`src/design/gpio_port_defines.vh`:
```
// constants of the four-pin port: register offsets, fields, resets, modes
// assumes one aligned 32-bit word per register on an AHB-Lite slave
`ifndef GPIO_PORT_DEFINES_VH
`define GPIO_PORT_DEFINES_VH

`define OFS_DIRECTION       12'h000
`define OFS_OUTPUT_DATA     12'h004
`define OFS_PIN_LEVEL       12'h008
`define OFS_PULLUP_CONTROL  12'h00c
`define OFS_OPEN_DRAIN_CTRL 12'h010
`define OFS_PORT_STATE      12'h014

`define PORT_BITS_MSB       3
`define PORT_RESET          4'h0

`define STATE_MODE_LSB      0
`define STATE_MODE_MSB      2
`define STATE_SWSTBY_BIT    3
`define STATE_HWSTBY_BIT    4
`define STATE_HOLD_BIT      5

`define MODE_1              3'h1
`define MODE_2              3'h2
`define MODE_3              3'h3
`define MODE_4              3'h4
`define MODE_5              3'h5
`define MODE_6              3'h6
`define MODE_7              3'h7

`define HTRANS_NONSEQ       2'h2
`define HTRANS_SEQ          2'h3

`endif

```
`src/design/gpio_port.v`:
```
// four-pin general-purpose port with pull-up and open-drain control
// assumes an AHB-Lite master on ref_clk_i; pins synchronised inside
// Behaviour
// RULE1: output data register holds four readable writable bits, cleared at reset.
// RULE2: all port registers keep contents through manual reset and software standby.
// RULE3: upper four bits reserved; writes ignored.
// RULE4: pin-level register is read-only; writes to it are ignored.
// RULE5: pin-level read gives output data when direction 1, pin level else.
// RULE6: after reset or hardware standby pin-level read shows pin levels.
// RULE7: pull-up on only when direction 0 and pull-up bit 1.
// RULE8: pull-ups work in modes 1,2,3,6,7; off in modes 4 and 5.
// RULE9: pull-up control clears to zero at reset or hardware standby.
// RULE10: open-drain bit 1 gives NMOS open drain, 0 gives CMOS drive.
// RULE11: open-drain bits honoured in modes 1, 2, 3 and 7.
// RULE12: open-drain control clears to zero at reset or hardware standby.
// RULE13: modes 1,2,3,7: direction 1 drives output data, 0 is input.
// RULE14: modes 4 and 5: all pins carry low address outputs.
// RULE15: mode 6: direction 1 drives address output, 0 is input.
// RULE16: direction register write-only, cleared at reset or hardware standby.
// RULE17: software standby: address pins hold or float, chosen by hold bit.
// RULE18: writes take effect next clock edge; reserved bits read zero.
`timescale 1ns/100ps
`include "gpio_port_defines.vh"
module gpio_port (
    input  wire        ref_clk_i,
    input  wire        arst_n_i,
    input  wire        clk_en_i,
    input  wire        hsel_i,
    input  wire [31:0] haddr_i,
    input  wire [1:0]  htrans_i,
    input  wire        hwrite_i,
    input  wire [2:0]  hsize_i,
    input  wire [31:0] hwdata_i,
    input  wire        hready_i,
    output wire [31:0] hrdata_o,
    output wire        hreadyout_o,
    output wire        hresp_o,
    input  wire [2:0]  op_mode_i,
    input  wire        hw_standby_i,
    input  wire        sw_standby_i,
    input  wire        standby_output_hold_i,
    input  wire [3:0]  addr_bus_i,
    input  wire [3:0]  io_pin_i,
    output wire [3:0]  io_pin_o,
    output wire [3:0]  io_pin_oe_n_o,
    output wire [3:0]  pullup_en_o
);
    reg  [3:0]  dir_q;
    reg  [3:0]  out_q;
    reg  [3:0]  pullup_q;
    reg  [3:0]  open_drain_q;
    reg  [11:0] addr_q;
    reg         wr_q;
    reg  [31:0] rdata_q;
    reg  [31:0] rdata_d;
    reg  [3:0]  dir_d;
    reg  [3:0]  out_d;
    reg  [3:0]  pullup_d;
    reg  [3:0]  open_drain_d;
    reg  [3:0]  pin_out_q;
    reg  [3:0]  pin_oe_n_q;
    reg  [3:0]  pull_q;
    wire [3:0]  pin_out_d;
    wire [3:0]  pin_oe_n_d;
    wire [3:0]  pull_d;
    wire [3:0]  level_view;
    wire [3:0]  io_drive;
    wire [3:0]  addr_drive;
    wire        addr_float;
    wire        wr_dir;
    wire        wr_out;
    wire        wr_pullup;
    wire        wr_open_drain;
    reg         hw_meta_q;
    reg         hw_sync_q;
    reg         sw_meta_q;
    reg         sw_sync_q;
    wire [3:0]  pin_sync_w;
    wire        take;
    wire        mode_io;
    wire        mode_addr_all;
    wire        mode_addr_dir;
    wire        pull_mode;
    genvar      g;

    pin_sync u_pin_sync (
        .ref_clk_i (ref_clk_i),
        .arst_n_i  (arst_n_i),
        .clk_en_i  (clk_en_i),
        .async_i   (io_pin_i),
        .sync_o    (pin_sync_w)
    );

    // standby levels come from the chip's mode logic off this clock
    always @(posedge ref_clk_i or negedge arst_n_i) begin
        if (!arst_n_i) begin
            hw_meta_q <= 1'b0;
            hw_sync_q <= 1'b0;
            sw_meta_q <= 1'b0;
            sw_sync_q <= 1'b0;
        end else if (clk_en_i) begin
            hw_meta_q <= hw_standby_i;
            hw_sync_q <= hw_meta_q;
            sw_meta_q <= sw_standby_i;
            sw_sync_q <= sw_meta_q;
        end
    end

    assign mode_io = (op_mode_i == `MODE_1) || (op_mode_i == `MODE_2) ||
                     (op_mode_i == `MODE_3) || (op_mode_i == `MODE_7);
    assign mode_addr_all = (op_mode_i == `MODE_4) ||
                           (op_mode_i == `MODE_5);
    assign mode_addr_dir = (op_mode_i == `MODE_6);
    assign pull_mode = mode_io || mode_addr_dir; // RULE8

    // address phase capture
    assign take = hsel_i && hready_i && htrans_i[1];

    always @(posedge ref_clk_i or negedge arst_n_i) begin
        if (!arst_n_i) begin
            addr_q <= 12'h000;
            wr_q   <= 1'b0;
        end else if (clk_en_i && hready_i) begin
            addr_q <= haddr_i[11:0];
            wr_q   <= take && hwrite_i;
        end
    end

    // write strobes in the data phase; pin-level offset has none
    assign wr_dir        = wr_q && (addr_q == `OFS_DIRECTION); // RULE3 RULE18
    assign wr_out        = wr_q && (addr_q == `OFS_OUTPUT_DATA); // RULE4
    assign wr_pullup     = wr_q && (addr_q == `OFS_PULLUP_CONTROL);
    assign wr_open_drain = wr_q && (addr_q == `OFS_OPEN_DRAIN_CTRL);

    // next contents; only bits 3..0 stored
    always @* begin
        dir_d        = dir_q; // RULE2
        out_d        = out_q;
        pullup_d     = pullup_q;
        open_drain_d = open_drain_q;
        if (hw_sync_q) begin
            dir_d        = `PORT_RESET; // RULE16
            out_d        = `PORT_RESET; // RULE1
            pullup_d     = `PORT_RESET; // RULE9
            open_drain_d = `PORT_RESET; // RULE12
        end else begin
            if (wr_dir) begin
                dir_d = hwdata_i[`PORT_BITS_MSB:0];
            end
            if (wr_out) begin
                out_d = hwdata_i[`PORT_BITS_MSB:0];
            end
            if (wr_pullup) begin
                pullup_d = hwdata_i[`PORT_BITS_MSB:0];
            end
            if (wr_open_drain) begin
                open_drain_d = hwdata_i[`PORT_BITS_MSB:0];
            end
        end
    end

    always @(posedge ref_clk_i or negedge arst_n_i) begin
        if (!arst_n_i) begin
            dir_q        <= `PORT_RESET; // RULE16
            out_q        <= `PORT_RESET; // RULE1
            pullup_q     <= `PORT_RESET; // RULE9
            open_drain_q <= `PORT_RESET; // RULE12
        end else if (clk_en_i) begin
            dir_q        <= dir_d;
            out_q        <= out_d;
            pullup_q     <= pullup_d;
            open_drain_q <= open_drain_d;
        end
    end

    // read data, registered at the address phase from next contents
    // so that a read right behind a write sees the new value
    always @* begin
        rdata_d = 32'h0000_0000; // RULE18
        case (haddr_i[11:0])
            `OFS_OUTPUT_DATA:     rdata_d[3:0] = out_d;
            `OFS_PIN_LEVEL:       rdata_d[3:0] = level_view;
            `OFS_PULLUP_CONTROL:  rdata_d[3:0] = pullup_d;
            `OFS_OPEN_DRAIN_CTRL: rdata_d[3:0] = open_drain_d;
            `OFS_PORT_STATE: begin
                rdata_d[`STATE_MODE_MSB:`STATE_MODE_LSB] = op_mode_i;
                rdata_d[`STATE_SWSTBY_BIT] = sw_sync_q;
                rdata_d[`STATE_HWSTBY_BIT] = hw_sync_q;
                rdata_d[`STATE_HOLD_BIT]   = standby_output_hold_i;
            end
            default: rdata_d = 32'h0000_0000; // RULE16
        endcase
    end

    always @(posedge ref_clk_i or negedge arst_n_i) begin
        if (!arst_n_i) begin
            rdata_q <= 32'h0000_0000;
        end else if (clk_en_i && take && !hwrite_i) begin
            rdata_q <= rdata_d;
        end
    end

    // pin drive per bit; oe_n low means the pin is driven
    assign addr_float = sw_sync_q && !standby_output_hold_i; // RULE17

    generate
        for (g = 0; g < 4; g = g + 1) begin : gen_bit
            // read view: output data where direction bit is 1, pin level else
            assign level_view[g] = dir_d[g] ? out_d[g] // RULE5 RULE6
                                 : pin_sync_w[g];
            assign io_drive[g]   = mode_io && dir_q[g]; // RULE13
            assign addr_drive[g] = mode_addr_all || // RULE14 RULE15
                                   (mode_addr_dir && dir_q[g]);
            assign pin_out_d[g]  = io_drive[g]   ? out_q[g]      :
                                   addr_drive[g] ? addr_bus_i[g] : 1'b0;
            // open drain only sinks a low; address pins ignore it
            assign pin_oe_n_d[g] = hw_sync_q ? 1'b1 :
                                   io_drive[g] ? // RULE10 RULE11
                                       (open_drain_q[g] && out_q[g]) :
                                   addr_drive[g] ? addr_float : 1'b1;
            assign pull_d[g]     = !hw_sync_q && pull_mode && // RULE7
                                   !dir_q[g] && pullup_q[g];
        end
    endgenerate

    always @(posedge ref_clk_i or negedge arst_n_i) begin
        if (!arst_n_i) begin
            pin_out_q  <= 4'h0;
            pin_oe_n_q <= 4'hf;
            pull_q     <= 4'h0;
        end else if (clk_en_i) begin
            // in software standby with hold, address pins keep state
            if (!(sw_sync_q && standby_output_hold_i)) begin // RULE17
                pin_out_q <= pin_out_d;
            end
            pin_oe_n_q <= pin_oe_n_d;
            pull_q     <= pull_d;
        end
    end

    assign io_pin_o      = pin_out_q;
    assign io_pin_oe_n_o = pin_oe_n_q;
    assign pullup_en_o   = pull_q;
    assign hrdata_o      = rdata_q;
    assign hreadyout_o   = 1'b1;
    assign hresp_o       = 1'b0;
endmodule

```
`src/design/pin_sync.v`:
```
// two-flop synchroniser for the four pin levels
// assumes the pins are asynchronous to ref_clk_i
`timescale 1ns/100ps
module pin_sync (
    input  wire       ref_clk_i,
    input  wire       arst_n_i,
    input  wire       clk_en_i,
    input  wire [3:0] async_i,
    output wire [3:0] sync_o
);
    reg [3:0] meta_q;
    reg [3:0] sync_q;

    always @(posedge ref_clk_i or negedge arst_n_i) begin
        if (!arst_n_i) begin
            meta_q <= 4'h0;
            sync_q <= 4'h0;
        end else if (clk_en_i) begin
            meta_q <= async_i;
            sync_q <= meta_q;
        end
    end

    assign sync_o = sync_q;
endmodule

```
`config.mk`:
```
export PLATFORM = sky130hd
export DESIGN_NAME = gpio_port
export DESIGN_NICKNAME = d
export VERILOG_FILES = /design/src/design/gpio_port.v /design/src/design/pin_sync.v
export VERILOG_INCLUDE_DIRS = /design/src /design/src/design
export SDC_FILE = /design/constraint.sdc
export NUM_CORES = 1
export LEC_CHECK = 0
export BUFFER_PORTS_ARGS = -buffer_cell sky130_fd_sc_hd__buf_2
export CELL_PAD_IN_SITES_DETAIL_PLACEMENT = 0
export CELL_PAD_IN_SITES_GLOBAL_PLACEMENT = 1
export CORE_MARGIN = 5
export CORE_UTILIZATION = 36
export DETAILED_ROUTE_END_ITERATION = 8
export PLACE_DENSITY = 0.78
export RECOVER_POWER = 100
export SLEW_MARGIN = 20
export SYNTH_ARGS = -nofsm -noshare
export SYNTH_HDL_FRONTEND = slang
export SYNTH_SLANG_ARGS = --single-unit
```
`constraint.sdc`:
```
create_clock -name ref_clk_i -period 2.45 [get_ports ref_clk_i]
set_clock_uncertainty 0.05 [all_clocks]
set_input_delay 0.1225 -clock ref_clk_i [delete_from_list [all_inputs] [get_ports ref_clk_i]]
set_output_delay 0.1225 -clock ref_clk_i [all_outputs]
set_load 0.01 [all_outputs]
```
==> run summary, run 1 <==
Port buffer count = 54
Total track usage = 0.157
Synth top area share = 0.409
Setup CP Type = input port to flop
Worst Path Max Fanout = 6
Worst Hold Launch = addr_bus_i[1]
Multi-input gate area = 1620 um^2
Period utilisation layout = 0.948
Max-slew violations = 38
R2R Setup Slk = 0.19 ns
Clock Sinks = 59
Fin util = 0.432
Antenna-violating nets left = 0
Vias in the first global route = 2737
RR Startpoint = addr_q[1]
Die span in y = 107 um
Final wirelength = 8.69 mm
Share of layout cells above drive strength 1 = 0.227
Largest area contributor in the netlist = dfrtp_1
Total global routing overflow = 0
Worst min path class = input port to flop
Initial Util = 0.366
First-pass GRT wire length = 14.1 mm
Worst VDD drop = 0.285 mV
Fin crit period = 2.32 ns
Hold endpoint = io_pin_o[1]
Max_slew headroom = -0.0808
Root buffer cell = clkbuf_8
Ys async rst share = 1.00
Status = finished with violations
Mean Syn Cell Area = 9.94 um^2
Fmax = 430 MHz
Crit end category = flop
I/O Pins = 135
Worst EP arrival = 2.51 ns
Core area = 9200 um^2
Routability congestion estimate = 0.859
Final #Nets = 502
Post-synth EDFFs = 0
Pleak = 1.82 nW
Slowest stage cell, crit path = dlygate4sd3_1
Post-Syn Area = 3370 um^2
Drc violations = 0
Ys flop type = dfrtp_1
Clk buf depth = 2
Yosys warning count = 0
Unique masters post-synth = 49
TritonCTS Buffers = 9
Largest net degree at the start of global routing = 38
Via count = 2785
Total iterations of the first detailed-routing run = 5
Yosys reg bits = 59
Worst Hold Depth = 3
Cell family with most CP delay = simple AND/OR/NAND/NOR gates
Reg2Reg Depth = 7
Initial antenna violation count = 0
CTS tree = built
Worst-Margin Slew = 1.62 ns
Failing checks = capacitance limit, slew limit
Area growth syn-to-layout = 18.0%
Die Area = 11400 um^2
Max_cap viols = 1
Fill cells = 912
Area occupied by registers = 1480 um^2
H-tree depth = 3
Latest clock arrival within the worst-skew pair = 0.33 ns
Syn Inst Count = 339
Row Count = 35
Largest cells by area after synthesis = dfrtp_1, mux2_2, buf_4, mux2i_1, dfstp_2
Worst path cell trace = dlygate4sd3_1 > buf_2 > or4_4 > nor4_4 > buf_4 > nand4_1 > a311oi_1 > a211oi_1 > o21ai_0
DR vias/cell = 5.26
FF-to-FF End = hrdata_o[0]
CP Data Required Time = 2.64 ns
HPWL Detailed = 6.52 mm
WP buf/inv = 3
Antenna fix cells = 0
Setup violators final = 0
Die Wd = 107 um
Crit-path max cell delay = 0.54 ns
Post-Route Setup TNS = 0 ns
PD cells = 719 nW/um^2
Routed WL per cell = 16.4 um
Clk slew on worst S/H paths = 0.06 ns
Initial DRC count = 200
Register area share after synthesis = 0.440
Fin. Hold Viols = 0
Resized Gates After CTS = 0
Startpoint Class = input port
==> final cells by class <==
cell class,instances,area share
Multi-Input combinational cell,245,0.408
Tap cell,111,0.0349
Inverter,17,0.0161
Sequential cell,59,0.373
Clock inverter,2,0.00881
Clock buffer,14,0.0409
Timing Repair Buffer,81,0.119
==> layer usage <==
layer  routed length, um  global-route usage
met1                3850               0.200
met5                   0                   0
met2                4190               0.256
met3                 515              0.0313
met4                 130              0.0712
==> worst min-delay path: stages <==
cell and delay, ns:
buf_2 0.10, nand3_1 0.07, a31oi_1 0.07
==> power breakdown <==
| part | internal [mW] | total (mW) | switching (mW) |
|---|---|---|---|
| clock | 0.525 | 0.882 | 0.357 |
| sequential | 1.15 | 1.34 | 0.190 |
| combinational | 0.286 | 0.631 | 0.345 |
| total | 1.97 | 2.86 | 0.892 |
==> logic make-up (layout without fill, tap and decap cells) <==
group	count (synthesis)	after routing	share of synthesized area
buf+inv	61	114	0.104
mux	39	39	0.125
simple gates	91	91	0.159
compound gates	87	87	0.171
flops	59	59	0.440
other cells	2	28	0.00223
==> how the worst max path moves through the flow <==
stage / startpoint / end / slack (ns) / depth (start not counted)
after floorplan: addr_q[1] / hrdata_o[2] / 0.49 / 6
after global placement: addr_q[1] / dir_q[3] / 0.25 / 6
after detailed placement: addr_q[1] / dir_q[3] / 0.26 / 6
after CTS: haddr_i[10] / hrdata_o[3] / 0.17 / 8
after global routing: haddr_i[11] / hrdata_o[3] / -0.03 / 9
final: haddr_i[10] / hrdata_o[3] / 0.13 / 9
==> cell usage after synthesis (all sizes together) (3+ instances only) <==
| library cell | number |
|---|---|
| buf | 32 |
| o211ai | 3 |
| o2bb2ai | 4 |
| mux2 | 24 |
| o22ai | 8 |
| nor2 | 24 |
| nor2b | 4 |
| a31oi | 4 |
| and3 | 3 |
| or3 | 3 |
| nand4 | 7 |
| o21ai | 20 |
| o32ai | 4 |
| nand2 | 15 |
| a21oi | 20 |
| nor3 | 8 |
| dfstp | 4 |
| inv | 17 |
| a22oi | 8 |
| nand3 | 14 |
| dfrtp | 55 |
| mux2i | 15 |
| clkbuf | 12 |
==> registers in the layout, indices dropped and copies added, names as in the netlist <==
signal             cells
addr_q                12
hrdata_o               6
dir_q                  4
io_pin_o               4
io_pin_oe_n_o          4
open_drain_q           4
out_q                  4
pullup_en_o            4
pullup_q               4
u_pin_sync.meta_q      4
u_pin_sync.sync_o      4
hw_meta_q              1
hw_sync_q              1
sw_meta_q              1
sw_sync_q              1
wr_q                   1
==> timing repair <==
item,CTS,global route
setup endpoints to repair,0,1
hold buffers,15,0
buffers inserted,0,2
endpoints found under the hold margin,35,0
==> metrics by stage <==
stage	setup slack (ns)	instances	hold WS [ns]	power [mW]	cell area (um^2)
floorplan	0.488	365	-0.223	1.76	3470
global placement	0.254	496	0.123	1.97	3660
detailed placement	0.264	496	0.131	1.98	3660
CTS	0.167	527	0.00289	2.90	4010
global route	-0.0261	529	0.00498	3.02	3980
finish	0.127	529	0.0127	2.86	3980
==> cells in the final DEF, fill, tap and decap left out, types with 3 or more instances in the layout <==
cell type | synthesis | routed
nand4_1 | 5 | 6
dlygate4sd3_1 | 0 | 15
o211ai_1 | 3 | 3
dfstp_2 | 4 | 3
nor2b_1 | 4 | 4
o2bb2ai_1 | 4 | 4
a31oi_1 | 4 | 4
o21ai_0 | 20 | 20
a21oi_1 | 20 | 20
clkbuf_8 | 0 | 11
o22ai_1 | 8 | 8
conb_1 | 2 | 28
nand2_1 | 15 | 15
buf_2 | 0 | 34
mux2_2 | 24 | 24
nand3_1 | 14 | 14
inv_1 | 17 | 17
nor2_1 | 24 | 24
clkbuf_1 | 12 | 25
dfrtp_1 | 55 | 55
or3_1 | 3 | 3
buf_4 | 32 | 8
o32ai_1 | 4 | 4
a22oi_1 | 8 | 8
nor3_1 | 8 | 8
mux2i_1 | 15 | 15
Power figures use the tool's default switching activity.
==> inputs of run 2 (changes only) <==
Settings changed: CORE_UTILIZATION 36 to 37, CTS_BUF_LIST from default to sky130_fd_sc_hd__clkbuf_8, PLACE_DENSITY 0.78 to 0.8, RECOVER_POWER 100 to default.
==> run 2 against run 1 <==
Compared with the run above:
- clock power shrank 3.3%
- global-route usage grew 0.96 points
- flip-flop and latch count is the same
- worst hold slack gained 0.018 ns
- via count shrank 0.50%
- the flow now finishes without violations
- final cell count grew 0.19%
- combinational power grew 3.5%
==> run summary, run 2 (synthesis results as in run 1) <==
Worst-Margin Slew = 0.768 ns (-0.853 ns)
Vias in the first global route = 2803 (+2.4%)
Routed WL per cell = 16.6 um (+1.1%)
CTS tree = built
Area growth syn-to-layout = 20.5%
Final Cell Area = 4060 um^2 (+2.1%)
CP Data Required Time = 2.67 ns (+0.03 ns)
Crit end category = flop
PD cells = 700 nW/um^2 (-2.6%)
Total global routing overflow = 0 (unchanged)
Fmax = 441 MHz (+2.4%)
HPWL Detailed = 6.29 mm (-3.5%)
Worst VDD drop = 0.396 mV (+39%)
Core area = 8810 um^2 (-4.2%)
Most frequent cells in the layout = dfrtp_1, buf_2, conb_1
Final wirelength = 8.80 mm (+1.3%)
Initial antenna violation count = 0 (unchanged)
First-pass GRT wire length = 14.8 mm (+5.2%)
Max reg flops = 12 (unchanged)
Drc violations = 0 (unchanged)
Die Area = 11100 um^2 (-2.4%)
Fin util = 0.461 (+0.0288)
Period utilisation layout = 0.926 (-0.0221)
Reg with most FFs = addr_q
Latest clock arrival within the worst-skew pair = 0.34 ns (about the same)
Port buffer count = 54 (unchanged)
Clk buf depth = 2 (unchanged)
Final #Nets = 506 (+0.80%)
Commonest non-fill, non-tap cell in the layout = dfrtp_1
Largest net degree at the start of global routing = 60 (+58%)
Unrepaired setup endpoints after global routing = no
Worst min path class = input port to flop
Startpoint Class = input port
Die span in y = 105 um (-1.2%)
Fin crit period = 2.27 ns (-0.0541 ns)
Fin. Hold Viols = 0 (unchanged)
H-tree depth = 3 (unchanged)
Cell family with most CP delay = simple AND/OR/NAND/NOR gates
Max-slew violations = 0 (-100%)
Antenna fix cells = 0 (unchanged)
Status = completed
Die Wd = 105 um (-1.2%)
Pleak = 1.93 nW (+6.1%)
Initial Util = 0.382 (+0.0162)
Initial DRC count = 270 (+35%)
Hold WS = 0.0302 ns (+0.0175 ns)
Via count = 2771 (-0.50%)
Worst Path Max Fanout = 5 (-1)
Post-Route Setup TNS = 0 ns (unchanged)
Worst path cell trace = dlygate4sd3_1 > buf_2 > or4_4 > nor4_4 > nand4_1 > buf_4 > o21ai_0 > a211o_1
Max_slew headroom = 0.488 (+0.569)
Total track usage = 0.166 (+0.00961)
Setup CP Type = input port to flop
Antenna-violating nets left = 0 (unchanged)
DR vias/cell = 5.23 (-0.69%)
Max_cap viols = 0 (-1)
Worst EP arrival = 2.49 ns (-0.02 ns)
Row Count = 34 (-2.9%)
TritonCTS Buffers = 9 (unchanged)
Routability congestion estimate = 0.851 (-0.95%)
Total iterations of the first detailed-routing run = 4 (-1)
Post-DP Area = 3650 um^2 (-0.51%)
Clock Sinks = 59 (unchanged)
Clk slew on worst S/H paths = 0.07 ns (about the same)
Setup violators final = 0 (unchanged)
WP buf/inv = 3 (unchanged)
Share of layout cells above drive strength 1 = 0.282 (+0.0547)
Slowest stage cell, crit path = or4_4
Crit-path max cell delay = 0.55 ns (about the same)
I/O Pins = 135 (unchanged)
Root buffer cell = clkbuf_8
==> run 2: changes by cell type in the layout (fill, tap and decap cells not counted), moves of 2 or more <==
cell / before / now
buf_2: 34 / 54
buf_4: 8 / 11
clkbuf_8: 11 / 13
inv_1: 17 / 19
dlygate4sd3_1: 15 / 20
clkbuf_2: 2 / 0
clkbuf_1: 25 / 0
==> run 2: layout make-up <==
type / instances / area [um^2]
clock buffer: 13 / 179
inverter: 17 / 63.8
timing repair buffer: 85 / 553
multi-input combinational: 245 / 1640
tap: 108 / 135
sequential: 59 / 1480
fill: 851 / 4750
clock inverter: 3 / 12.5
==> run 2: layer usage <==
metal  wire [um]  global-route usage  vias up
met5           0                   0        -
met3         499              0.0300       17
li1            -                   -     1342
met2        4070               0.252       92
met1        4040               0.231     1320
met4         198              0.0769        0
==> run 2: timing repair <==
action / 4_1_cts / 5_1_grt
endpoints found under the setup margin: 0 / 1
buffers inserted: 0 / 3
endpoints found under the hold margin: 74 / 0
hold buffers: 20 / 0
resized for setup: 0 / 0
==> run 2: stage by stage <==
stage                     power (mW)  setup slack [ns]  cells
final                           2.84             0.181    530
after global routing            3.02            0.0222    530
after CTS                       2.86             0.177    527
after detailed placement        1.97             0.263    491
after global placement          1.96             0.285    491
after floorplan                 1.76             0.488    365
==> run 2: worst paths after layout <==
path	slack, ns	end	from	depth (start not counted)
max	0.18	hrdata_o[0]	haddr_i[11]	8
max in group asynchronous	1.42	out_q[0]	arst_n_i	3
min reg2reg	0.41	hrdata_o[4]	hrdata_o[4]	2
max reg2reg	0.24	hrdata_o[1]	addr_q[9]	6
min	0.03	addr_q[8]	haddr_i[8]	2
min in group asynchronous	0.43	addr_q[4]	arst_n_i	3
==> run 2: power by group <==
part / total [mW] / leakage (nW) / switching (mW) / internal (mW)
logic: 0.653 / 1.10 / 0.354 / 0.299
registers: 1.34 / 0.728 / 0.183 / 1.15
clock network: 0.853 / 0.108 / 0.384 / 0.469
total: 2.84 / 1.93 / 0.921 / 1.92
==> inputs of run 3 (changes only) <==
Settings changed: CORE_UTILIZATION 37 to 38, PLACE_DENSITY 0.8 to 0.81, SYNTH_HIERARCHICAL from default to 1.
==> run 3 against run 2 <==
Compared with the run above:
- routed wire length grew 4.8%
- sequential share of layout area shrank 1.5 points
- global-route usage grew 0.42 points
- total power grew 9.0%
- critical path depth shrank 1
- sequential power grew 9%
- die area grew 2.4%
- final cell count grew 2.3%
- combinational power grew 17%
- area after synthesis grew 5.4%
- worst hold slack lost 0.019 ns
==> run summary, run 3 <==
Status = completed
Mean Syn Cell Area = 10.1 um^2 (+1.2%)
Setup violators final = 0 (unchanged)
Fin crit period = 2.31 ns (+0.0375 ns)
Area growth syn-to-layout = 19.3%
Row Count = 35 (+2.9%)
Worst Path Max Fanout = 5 (unchanged)
Final #Nets = 515 (+1.8%)
Drc violations = 0 (unchanged)
Register area share after synthesis = 0.417 (-0.0226)
Initial DRC count = 185 (-31%)
Setup CP Type = input port to flop
Die span in y = 107 um (+1.2%)
Core area = 9200 um^2 (+4.4%)
Routed WL per cell = 17.0 um (+2.5%)
Antenna fix cells = 0 (unchanged)
Max_slew headroom = 0.564 (+0.0764)
Root buffer cell = clkbuf_8
Post-synth EDFFs = 0 (unchanged)
Yosys reg bits = 59 (unchanged)
Worst setup margin = 0.143 ns (-0.0375 ns)
Via count = 2902 (+4.7%)
Total iterations of the first detailed-routing run = 4 (unchanged)
First-pass GRT wire length = 15.2 mm (+2.7%)
Placed Cells = 505 (+2.9%)
Routed length on met3 = 767 um (+54%)
Total track usage = 0.171 (+0.00420)
M1 WL = 3.94 mm (-2.5%)
Startpoint Class = input port
Clk buf depth = 2 (unchanged)
Fin cells = 542 (+2.3%)
Die Wd = 107 um (+1.2%)
Top-count cell post-synth = dfrtp_1
Max reg flops = 12 (unchanged)
Largest net degree at the start of global routing = 44 (-27%)
CTS tree = built
Post-CTS setup buffer count = 0 (unchanged)
Resized Gates After CTS = 0 (unchanged)
Clock Power Share = 0.284 (-0.016)
Met2 Wirelength = 4.35 mm (+7.0%)
Max-slew violations = 0 (unchanged)
Largest area contributor in the netlist = dfrtp_1
DR vias/cell = 5.35 (+2.4%)
Unrepaired setup endpoints after global routing = no
Worst EP arrival = 2.54 ns (+0.05 ns)
TritonCTS Buffers = 9 (unchanged)
H-tree depth = 3 (unchanged)
Worst VDD drop = 0.274 mV (-31%)
Routability congestion estimate = 0.934 (+9.7%)
Vias in the first global route = 2877 (+2.6%)
Initial antenna violation count = 0 (unchanged)
Switching Fraction = 0.329 (+0.00514)
Pleak = 1.96 nW (+1.2%)
I/O Pins = 135 (unchanged)
Max_cap viols = 0 (unchanged)
Total global routing overflow = 0 (unchanged)
Port buffer count = 54 (unchanged)
PD cells = 731 nW/um^2 (+4.4%)
Clk slew on worst S/H paths = 0.06 ns (about the same)
Unique masters post-synth = 51 (+4.1%)
Combinational share of power = 0.247 (+0.017)
Commonest non-fill, non-tap cell in the layout = dfrtp_1
Sw Pwr = 1.02 mW (+11%)
Antenna-violating nets left = 0 (unchanged)
Syn Inst Count = 353 (+4.1%)
Latest clock arrival within the worst-skew pair = 0.35 ns (about the same)
Post-Syn Area = 3550 um^2 (+5.4%)
CP Data Required Time = 2.68 ns (about the same)
Largest cells by area after synthesis = dfrtp_1, mux2_2, buf_4, mux2_4, dfstp_2
Cell internal pwr = 2.08 mW (+8.2%)
Worst min path class = input port to flop
Top post-synthesis cells by count = dfrtp_1, buf_4, mux2_2
Share of layout cells above drive strength 1 = 0.292 (+0.0104)
Yosys warning count = 6 (+6)
Fmax = 434 MHz (-1.6%)
CTS Hold Bufs = 21 (+5.0%)
Uppermost layer routed = met4
Crit end category = flop
Reg with most FFs = addr_q
Period utilisation layout = 0.941 (+0.0153)
Ys async rst share = 1.00 (unchanged)
Synth top area share = 0.388 (-0.0210)
Worst-Margin Slew = 0.648 ns (-0.121 ns)
Final wirelength = 9.23 mm (+4.8%)
Fill cells = 898 (+5.5%)
Ys flop type = dfrtp_1
Post-Route Setup TNS = 0 ns (unchanged)
Fin. Hold Viols = 0 (unchanged)
Placement Setup Slack = 0.365 ns (+0.102 ns)
Seq pwr share = 0.470 (about the same)
Clock Sinks = 59 (unchanged)
HPWL Detailed = 6.68 mm (+6.1%)
Most frequent cells in the layout = dfrtp_1, buf_2, conb_1
Die Area = 11400 um^2 (+2.4%)
Initial Util = 0.386 (+0.00363)
## run 3: power groups by stage
| stage | combinational [mW] | sequential, mW | clock [mW] |
|---|---|---|---|
| after floorplan | 0.575 | 1.37 | 0 |
| after global placement | 0.726 | 1.46 | 0 |
| after detailed placement | 0.736 | 1.47 | 0 |
| after CTS | 0.766 | 1.45 | 0.901 |
| after global routing | 0.858 | 1.49 | 0.952 |
| final | 0.764 | 1.46 | 0.879 |
## run 3: cells by family after synthesis
group,share of synthesized area
mux,0.151
other cells,0.00211
simple gates,0.169
flops,0.417
buf+inv,0.104
compound gates,0.158
## run 3: final timing paths
path / startpoint / endpoint / slack, ns / cells past startpoint
worst max-delay path: haddr_i[7] / hrdata_o[0] / 0.14 / 7
worst min-delay path: standby_output_hold_i / hrdata_o[5] / 0.01 / 3
worst max register to register: addr_q[1] / hrdata_o[0] / 0.36 / 5
worst min register to register: hrdata_o[4] / hrdata_o[4] / 0.42 / 2
max in group asynchronous: arst_n_i / dir_q[3] / 1.46 / 3
min in group asynchronous: arst_n_i / u_pin_sync/sync_o[3] / 0.29 / 2
## run 3: worst max-delay path, stage by stage
cell	delay, ns
dlygate4sd3_1	0.53
buf_2	0.13
nor4_1	0.52
nand3_1	0.28
nor4_1	0.61
a22oi_1	0.22
nand4_1	0.13
## run 3: per-layer routing
metal  track usage  up-vias
met4        0.0621        0
met5             0        -
met3        0.0385       12
li1              -     1396
met1         0.237     1391
met2         0.260      103
## run 3: cell type report
class / instances / area, um^2 / area share
inverters: 15 / 56.3 / 0.0133
clock inverters: 2 / 8.76 / 0.00207
well taps: 111 / 139 / 0.0328
flip-flops and latches: 59 / 1480 / 0.350
repair buffers: 84 / 561 / 0.132
clock buffers: 14 / 193 / 0.0455
multi-input cells: 257 / 1800 / 0.425
## run 3: stage by stage
step / area, um^2 / total power [mW] / utilization / hold WS (ns)
CTS: 4240 / 3.12 / 0.461 / 0.00445
detailed placement: 3830 / 2.20 / 0.416 / 0.155
finish: 4240 / 3.10 / 0.461 / 0.0116
global route: 4240 / 3.30 / 0.461 / 0.0147
floorplan: 3650 / 1.95 / - / -0.223
global placement: 3830 / 2.19 / 0.416 / 0.142
